`src/core/led_sink_pkg.sv`:
```
// Shared constants for the LED current sink configuration block.
// Assumes a 32-bit APB slave with byte addresses in the low eight bits.
package led_sink_pkg;

  // Channel count and field widths
  localparam int channels = 4;
  localparam int addr_width = 8;
  localparam int current_width = 17;

  // Register byte offsets
  localparam logic [7:0] setup_offset = 8'h00;
  localparam logic [7:0] level_offset = 8'h04;
  localparam logic [7:0] manual_offset = 8'h20;

  // Field positions
  localparam int sigref_bit = 18;
  localparam int sink_on_lsb = 8;
  localparam int full_scale_lsb = 0;
  localparam int manual_mode_bit = 26;
  localparam int manual_sw_lsb = 19;

  // Reset values
  localparam logic [7:0] full_scale_reset = 8'h55;
  localparam logic [31:0] level_reset = 32'h00000000;

  // Full-scale range codes
  typedef enum logic [1:0] {
    range_25 = 2'b00,
    range_50 = 2'b01,
    range_100 = 2'b10,
    range_bad = 2'b11
  } full_scale_type;

  // Full-scale currents in microamps
  localparam logic [16:0] range_25_ua = 17'h061A8;
  localparam logic [16:0] range_50_ua = 17'h0C350;
  localparam logic [16:0] range_100_ua = 17'h186A0;

endpackage : led_sink_pkg

```
`src/core/sink_ctrl_if.sv`:
```
// Carrier between the register bank and the sink calculation stage.
// Assumes both ends share one clock and the synchronised reset.
`timescale 1ns/1ns
`default_nettype none
interface sink_ctrl_if;
  import led_sink_pkg::*;
  logic ready_b;
  logic sigref;
  logic [3:0] sink_on;
  logic [3:0][1:0] full_scale;
  logic [3:0][7:0] level_code;
  logic manual_mode;
  logic [3:0] manual_sw;
  logic [3:0] seq_sw;
  logic [3:0] drive;
  logic [3:0][16:0] current;

  // Register side
  modport cfg (
    output ready_b, sigref, sink_on, full_scale, level_code,
    output manual_mode, manual_sw, seq_sw,
    input drive, current
  );

  // Calculation side
  modport sink (
    input ready_b, sigref, sink_on, full_scale, level_code,
    input manual_mode, manual_sw, seq_sw,
    output drive, current
  );
endinterface : sink_ctrl_if
`default_nettype wire

```
`src/core/led_sink_config_regs.sv`:
```
// Register bank for four LED current sink channels, APB slave.
// Assumes an APB master on clk and a sequencer on the same clock.
//
// Chosen here: the APB register port.
`timescale 1ns/1ns
`default_nettype none

// Notes on behaviour
// - Bit 18 enables the shared signal reference for analog blocks.
// - Bits 11 down to 8 switch sink channels four to one on.
// - Bits 7:6 pick channel four range: 25, 50, 100 mA; 3 unused.
// - Channels three, two, one use bits 5:4, 3:2, 1:0 alike.
// - Sinks follow manual switches or the sequencer, per selected mode.
// - Bit 26 of manual register: zero sequencer, one manual control.
// - Current is (code + 1) times range over 256; code zero none.
module led_sink_config_regs
(
  // Clock and reset
  input wire logic clk,
  input wire logic rst_b,
  // APB slave
  input wire logic psel,
  input wire logic penable,
  input wire logic pwrite,
  input wire logic [led_sink_pkg::addr_width-1:0] paddr,
  input wire logic [31:0] pwdata,
  output logic [31:0] prdata,
  output logic pready,
  output logic pslverr,
  // Sequencer switch requests
  input wire logic [3:0] seq_sink_on,
  // Analog controls
  output logic sigref_on,
  output logic [3:0] sink_drive,
  output logic [3:0][1:0] sink_full_scale,
  output logic [3:0][16:0] sink_current_ua
);
  import led_sink_pkg::*;

  typedef struct packed {
    logic sigref;
    logic [3:0] sink_on;
    logic [7:0] full_scale;
    logic [31:0] level_code;
    logic manual_mode;
    logic [3:0] manual_sw;
    logic [31:0] rdata;
  } reg_state_type;

  reg_state_type state;
  reg_state_type next_state;
  logic [1:0] rst_pipe;
  logic rst_sync_b;
  logic setup_phase;
  logic access_write;
  logic mapped;

  sink_ctrl_if ctrl ();

  ////////////////////////////////////////////////////////////////////////////
  // Reset release through two flip-flops
  always_ff @(posedge clk or negedge rst_b)
  begin
    if (!rst_b)
      rst_pipe <= 2'b00;
    else
      rst_pipe <= {rst_pipe[0], 1'b1};
  end

  assign rst_sync_b = rst_pipe[1];

  ////////////////////////////////////////////////////////////////////////////
  // Address hit check
  function automatic logic is_mapped(input logic [7:0] addr);
    if (addr == setup_offset)
      is_mapped = 1'b1;
    else if (addr == level_offset)
      is_mapped = 1'b1;
    else if (addr == manual_offset)
      is_mapped = 1'b1;
    else
      is_mapped = 1'b0;
  endfunction : is_mapped

  // Read word of one register, reserved bits zero
  function automatic logic [31:0] read_word(input reg_state_type s,
                                            input logic [7:0] addr);
    logic [31:0] word;
    word = 32'h00000000;
    if (addr == setup_offset)
    begin
      word[sigref_bit] = s.sigref;
      word[sink_on_lsb +: 4] = s.sink_on;
      word[full_scale_lsb +: 8] = s.full_scale;
    end
    else if (addr == level_offset)
      word = s.level_code;
    else if (addr == manual_offset)
    begin
      word[manual_mode_bit] = s.manual_mode;
      word[manual_sw_lsb +: 4] = s.manual_sw;
    end
    read_word = word;
  endfunction : read_word

  ////////////////////////////////////////////////////////////////////////////
  // Bus phase decode
  assign setup_phase = psel && !penable;
  assign access_write = psel && penable && pwrite;
  assign mapped = is_mapped(paddr);

  // Register writes and read data capture
  always_comb
  begin
    next_state = state;
    if (setup_phase && !pwrite)
      next_state.rdata = read_word(state, paddr);
    if (access_write && paddr == setup_offset)
    begin
      next_state.sigref = pwdata[sigref_bit];
      next_state.sink_on = pwdata[sink_on_lsb +: 4];
      next_state.full_scale = pwdata[full_scale_lsb +: 8];
    end
    else if (access_write && paddr == level_offset)
      next_state.level_code = pwdata;
    else if (access_write && paddr == manual_offset)
    begin
      next_state.manual_mode = pwdata[manual_mode_bit];
      next_state.manual_sw = pwdata[manual_sw_lsb +: 4];
    end
  end

  // State register with reset defaults
  always_ff @(posedge clk or negedge rst_sync_b)
  begin
    if (!rst_sync_b)
    begin
      state <= '0;
      state.full_scale <= full_scale_reset;
      state.level_code <= level_reset;
    end
    else
      state <= next_state;
  end

  ////////////////////////////////////////////////////////////////////////////
  // Bus answers: no wait states, error on unmapped access
  assign pready = 1'b1;
  assign pslverr = psel && penable && !mapped;
  assign prdata = state.rdata;

  // Settings to the calculation stage
  assign ctrl.ready_b = rst_sync_b;
  assign ctrl.sigref = state.sigref;
  assign ctrl.sink_on = state.sink_on;
  assign ctrl.full_scale = state.full_scale;
  assign ctrl.level_code = state.level_code;
  assign ctrl.manual_mode = state.manual_mode;
  assign ctrl.manual_sw = state.manual_sw;
  assign ctrl.seq_sw = seq_sink_on;

  sink_drive_calc calc (
    .clk(clk),
    .ctrl(ctrl)
  );

  // Analog outputs
  assign sigref_on = state.sigref;
  assign sink_full_scale = state.full_scale;
  assign sink_drive = ctrl.drive;
  assign sink_current_ua = ctrl.current;
endmodule : led_sink_config_regs
`default_nettype wire

```
`src/core/sink_drive_calc.sv`:
```
// Per-channel drive selection and sink current calculation.
// Assumes settings arrive from the register bank on the same clock.
`timescale 1ns/1ns
`default_nettype none
module sink_drive_calc
(
  // Clock
  input wire logic clk,
  // Settings in, drive out
  sink_ctrl_if.sink ctrl
);
  import led_sink_pkg::*;

  typedef struct packed {
    logic [3:0] drive;
    logic [3:0][16:0] current;
  } calc_state_type;

  calc_state_type state;
  calc_state_type next_state;

  ////////////////////////////////////////////////////////////////////////////
  // Full-scale current of a range code; unused code gives none
  function automatic logic [16:0] full_scale_ua(input logic [1:0] code);
    case (full_scale_type'(code))
      range_25: full_scale_ua = range_25_ua;
      range_50: full_scale_ua = range_50_ua;
      range_100: full_scale_ua = range_100_ua;
      default: full_scale_ua = 17'h00000;
    endcase
  endfunction : full_scale_ua

  // Level current: (code + 1) steps of full scale / 256, none for code 0
  function automatic logic [16:0] level_ua(input logic [7:0] code,
                                           input logic [1:0] range);
    logic [25:0] product;
    product = 26'({1'b0, code} + 9'h001) * 26'(full_scale_ua(range));
    if (code == 8'h00)
      level_ua = 17'h00000;
    else
      level_ua = product[24:8];
  endfunction : level_ua

  ////////////////////////////////////////////////////////////////////////////
  // Next drive and current per channel
  always_comb
  begin
    next_state = state;
    for (int i = 0; i < channels; i++)
    begin
      next_state.drive[i] = ctrl.sigref && ctrl.sink_on[i] &&
        (ctrl.manual_mode ? ctrl.manual_sw[i] : ctrl.seq_sw[i]);
      next_state.current[i] = next_state.drive[i] ?
        level_ua(ctrl.level_code[i], ctrl.full_scale[i]) : 17'h00000;
    end
  end

  // State register
  always_ff @(posedge clk or negedge ctrl.ready_b)
  begin
    if (!ctrl.ready_b)
      state <= '0;
    else
      state <= next_state;
  end

  // Outputs from flip-flops
  assign ctrl.drive = state.drive;
  assign ctrl.current = state.current;
endmodule : sink_drive_calc
`default_nettype wire

```
`config.mk`:
```
export PLATFORM = sky130hd
export DESIGN_NAME = led_sink_config_regs
export DESIGN_NICKNAME = d
export VERILOG_FILES = /design/src/core/led_sink_pkg.sv /design/src/core/sink_ctrl_if.sv /design/src/core/led_sink_config_regs.sv /design/src/core/sink_drive_calc.sv
export SDC_FILE = /design/constraint.sdc
export NUM_CORES = 1
export LEC_CHECK = 0
export BUFFER_PORTS_ARGS = -buffer_cell sky130_fd_sc_hd__buf_2
export CAP_MARGIN = 20
export CORE_UTILIZATION = 55
export DETAILED_ROUTE_END_ITERATION = 7
export GPL_TIMING_DRIVEN = 1
export PLACE_DENSITY = 0.81
export SLEW_MARGIN = 30
export SYNTH_ARGS = -nofsm -noshare
export SYNTH_HDL_FRONTEND = slang
export SYNTH_SLANG_ARGS = --single-unit
```
`constraint.sdc`:
```
create_clock -name clk -period 10.5 [get_ports clk]
set_clock_uncertainty 0.1 [all_clocks]
set_input_delay 1.05 -clock clk [delete_from_list [all_inputs] [get_ports clk]]
set_output_delay 1.05 -clock clk [all_outputs]
set_load 0.1 [all_outputs]
```
# Word level (Yosys, flattened, before mapping)
# Index checks and enable logic that the tools add are counted.
[word_totals]
mem_bits_rw = 0
input_bits = 49
memories = 0
latchBits = 0
mem_bits_ro = 0
elab_cells = 93
regBits = 156
out_inout_bits = 115
[op_classes]
shifts = 0
div_mod_pow = 0
magnitude_cmp = 0
multipliers = 4
bitwise_logic = 2
eq_ne = 10
reduce_logical = 30
addsub = 4
n_mux = 30
[ops]
columns = ["op", "n"]
rows = [
  ["17-bit case mux with 3 select lines", 4],
  ["17-bit 2-to-1 mux", 8],
  ["26-bit by 17-bit multiplier with 25-bit output", 4],
  ["8-bit zero test", 5],
  ["8-bit by 1-bit adder with 9-bit output, second input constant", 4],
  ["19-bit 2-to-1 mux", 1],
  ["1-bit logical AND", 16],
  ["13-bit 2-to-1 mux", 1],
  ["12-bit 2-to-1 mux", 1],
  ["1-bit 2-to-1 mux", 10],
  ["2-bit by 1-bit equality test with 1-bit output, second input constant", 4],
  ["2-bit equality test, second input constant", 4],
  ["8-bit by 3-bit equality test with 1-bit output, second input constant", 1],
  ["8-bit by 6-bit equality test with 1-bit output, second input constant", 1],
  ["2-bit zero test", 4],
  ["4-bit 2-to-1 mux", 2],
  ["6-bit 2-to-1 mux", 1],
  ["5-bit 2-to-1 mux", 1],
  ["1-bit zero test", 3],
  ["3-bit 2-to-1 mux", 1],
  ["3-bit AND reduction", 1],
  ["1-bit inverter", 2],
  ["2-bit AND reduction", 1],
]

# Longest topological paths before layout
[logic_depth]
word_depth = 6
mapped_depth = 23
ltp_nobuf = 21

# Cells and area by module
# Synthesis repeated with hierarchy kept, for this count alone.
[hier_totals]
cells_unflattened = 2060
hier_area_um2 = 19576.3
[modules_own_cells]
columns = ["mod", "instances", "cells_each", "area_per_inst_um2", "seq_area_each_um2"]
rows = [
  ["sink_drive_calc", 1, 1837, 16146.7, 1801.7],
  ["led_sink_config_regs", 1, 223, 3429.5, 2107.0],
]

# Least setup slack after synthesis
# Ideal clock, no wire load.
[synth_timing]
path_kind = "flip-flop to flip-flop"
from = "register, netlist name sink_full_scale[7]"
to = "register calc.state (netlist bit calc.ctrl.current[65])"
setup_ns = 0.125
t_required_ns = 10.275
stages_incl_launch_ff = 20
arrival_ns = 5.795
path_buffers = 1
path_slack_ns = 4.480
period_less_slack_ns = 6.020
path_cell_list = "dfrtp_1 inv_1 ha_1 buf_2 nor2_1 nor2_1 and2_1 fa_1 fa_1 inv_1 fa_1 fa_1 inv_1 ha_1 and2_1 and4_1 a211oi_1 o31ai_1 a31oi_1 mux2_2"
[synth_lines]
columns = ["item", "line", "text"]
rows = [
  ["end signal: assignment", "sink_drive_calc.sv:64", "state <= next_state;"],
  ["end: declaration", "sink_drive_calc.sv:19", "calc_state_type state;"],
]

==> impl_metrics.json <==
{
  "status": "finished, final reports clean",
  "grt_first_pass_wirelength_um": 80100,
  "synth_area_leaders": "fa_1, dfrtp_1, ha_1",
  "grt_overflow_total": 0,
  "worst_slew_pin_slew_ns": 0.934,
  "cts_inserted_buffers": 17,
  "crit_required_ns": 10.73,
  "antenna_left": 0,
  "h-tree-depth": 4,
  "avgSynthCellArea_sq_um": 9.18,
  "antenna_found_initial": 4,
  "power.switching_uw": 503,
  "ys_warn_count": 0,
  "start_util": 0.562,
  "drive_above_1_share": 0.123,
  "wl_per_cell_um": 17.6,
  "drtIter0Drc": 791,
  "worstHoldPathType": "reg2async",
  "area_growth_pct": 10.0,
  "arrival_ns": 6.35,
  "num_rows": 68,
  "cpPeakStageDelay_ns": 0.58,
  "gp_congestion": 0.942,
  "via_per_inst": 5.41,
  "synth.distinct_cells": 70,
  "synth_commonest_cells": "inv_1, fa_1, ha_1, nand2_1, dfrtp_1",
  "finalSetupTns_ns": 0,
  "path_class": "reg2reg",
  "slowest_stage": "dfstp_2",
  "dieArea_sq_um": 36300,
  "ys_seq_area_frac": 0.200,
  "max-vdd-ir-drop_mv": 0.131,
  "fmax_mhz": 164,
  "powerDensity_nw_per_um2": 75.2,
  "synth_most_common_cell": "inv_1",
  "p_seq_frac": 0.388,
  "cts_sinks": 156,
  "drv_cap": 0,
  "yosys.area.top_type": "fa_1",
  "p_int_uw": 1110,
  "crit_path_start_kind": "flop",
  "cp-end-kind": "flop",
  "hpwl_um": 39900,
  "synth_area_sq_um": 19500,
  "clk_latency_ns": 0.45,
  "comb_power_share": 0.178,
  "port-buffer-count": 162,
  "final_max_slew_viol_count": 0,
  "post_cts_resized": 0,
  "synth_edf_count": 0,
  "post_cts_buffers": 0,
  "pwr-share-clk": 0.434,
  "root_buffer": "clkbuf_16",
  "drc": 0,
  "setup_viol": 0,
  "fin_crit_ns": 6.11,
  "yosysTopAreaCellShare": 0.250,
  "core_sq_um": 34700,
  "path_buf_inv": 2,
  "routed_wl_um": 48200,
  "switching_share": 0.311,
  "clockBufferDepth": 2,
  "power_uw": 1620,
  "ys.flop_type": "dfrtp_1",
  "synthCells": 2126,
  "pin_count": 164,
  "grt_pass1_vias": 15600,
  "clk_pin_slew_ns": 0.07,
  "final_hold_viol_count": 0,
  "p_leak_uw": 0.0120,
  "path_max_fanout": 10,
  "fin_crit_sh": 0.582,
  "synthArstFlopShare": 1.00,
  "via_count": 14800,
  "slew_headroom": 0.375,
  "rsz0062_at_grt": "false",
  "hold_buffers": 0,
  "first_pass_iters": 7,
  "grt_max_degree": 75,
  "cts_tree": "done",
  "cp_top_family": "adder cells",
  "synth_seq_cells": 156,
  "dieWidth_um": 190,
  "grt_util_all_layers": 0.284,
  "worstPathCellList": "ha_1, nor2_1, nor2_1, and2_1, fa_1, fa_1, inv_1, fa_1, fa_1, inv_1, ha_1, and2_1, and4_1, a211oi_1, o31ai_1, a31oi_1, mux2_2",
  "crit_path_frequent_cell": "fa_1",
  "nets": 2788,
  "die_y_um": 190
}
[metal layers]
layer | GRT usage | vias up | wire [um]
met1 | 0.380 | 7317 | 20800
li1 | - | 6963 | -
met4 | 0.109 | 0 | 1520
met2 | 0.466 | 472 | 23000
met3 | 0.0432 | 79 | 2950
met5 | 0 | - | 0
[final cells by class]
| class | count | area, sq um |
|---|---|---|
| diodes | 3 | 7.51 |
| clock buffers | 20 | 457 |
| clock inverters | 12 | 185 |
| fillers | 2921 | 13200 |
| inverters | 500 | 1880 |
| multi-input cells | 1425 | 13600 |
| flip-flops and latches | 156 | 3910 |
| well taps | 455 | 569 |
| repair buffers | 171 | 902 |
[worst paths after layout]
kind | start | to | slack [ns] | cells past startpoint
min in group clk | rst_pipe[0] | rst_pipe[1] | 0.27 | 0
worst min-delay path | rst_pipe[1] | prdata[12] | 0.19 | 0
max in group asynchronous | rst_pipe[1] | calc.ctrl.drive[0] | 9.04 | 1
worst max register to register | sink_full_scale[6] | calc.ctrl.current[65] | 4.39 | 17
worst min register to register | rst_pipe[1] | prdata[12] | 0.19 | 0
worst max-delay path | sink_full_scale[6] | calc.ctrl.current[65] | 4.39 | 17
[power groups by stage]
stage	clock network [uW]	registers (uW)	logic (uW)
final	701	627	287
after floorplan	0	701	145
after global routing	736	628	319
after CTS	716	627	288
after detailed placement	0	638	286
after global placement	0	640	275
[per-stage QoR]
step            util  hold WS (ns)  worst slack (ns)  cell area (sq um)  std cells
2_1_floorplan      -         0.231              4.48              19500       2127
3_3_place_gp   0.599         0.238              4.51              20800       2706
3_5_place_dp   0.600         0.208              4.40              20800       2707
4_1_cts        0.619         0.212              4.38              21500       2739
5_1_grt        0.619         0.242              4.08              21500       2741
6_report       0.619         0.192              4.39              21500       2742
[registers in the layout, summed over array words and instances, names as in the netlist]
signal and cells:
calc.ctrl.current 68, ctrl.level_code 32, prdata 32, sink_full_scale 8, calc.ctrl.drive 4, ctrl.manual_sw 4, ctrl.sink_on 4, rst_pipe 2
ctrl.manual_mode 1, sigref_on 1
[placed cells by master (no fill, tap or decap), types with 14 or more instances in the layout]
cell       netlist  final
buf_2            9    162
nor2b_1         32     32
a21oi_1         59     59
nor2_1         144    144
nand3_1         38     38
a221oi_1        14     14
xnor2_1         45     45
dfrtp_1        152    151
clkbuf_16        0     17
and2_1         104    104
o21ai_0         25     25
nor3_1          24     24
mux2_2          54     54
fa_1           244    244
ha_1           224    224
nand2_1        165    164
xor2_1          41     41
inv_1          500    500
a21o_1          19     19
[worst reg2reg max path, delay by kind of cell (launching register included)]
family                   cells  cell delay (ns)
adder cells (fa/ha/maj)      6             2.79
AND/OR/NAND/NOR              5             1.21
AO/OA/AOI/OAI                3             0.89
flip-flops                   1             0.58
multiplexers                 1             0.35
buffers and inverters        2             0.11
[cell families after synthesis]
| logic type | share of synthesized area |
|---|---|
| AO/OA/AOI/OAI | 0.0768 |
| XOR/XNOR | 0.0386 |
| adder cells (fa/ha/maj) | 0.394 |
| buffers and inverters | 0.106 |
| flip-flops | 0.200 |
| multiplexers | 0.0348 |
| other | 0.000192 |
| AND/OR/NAND/NOR | 0.150 |
Power figures use the tool's default switching activity.
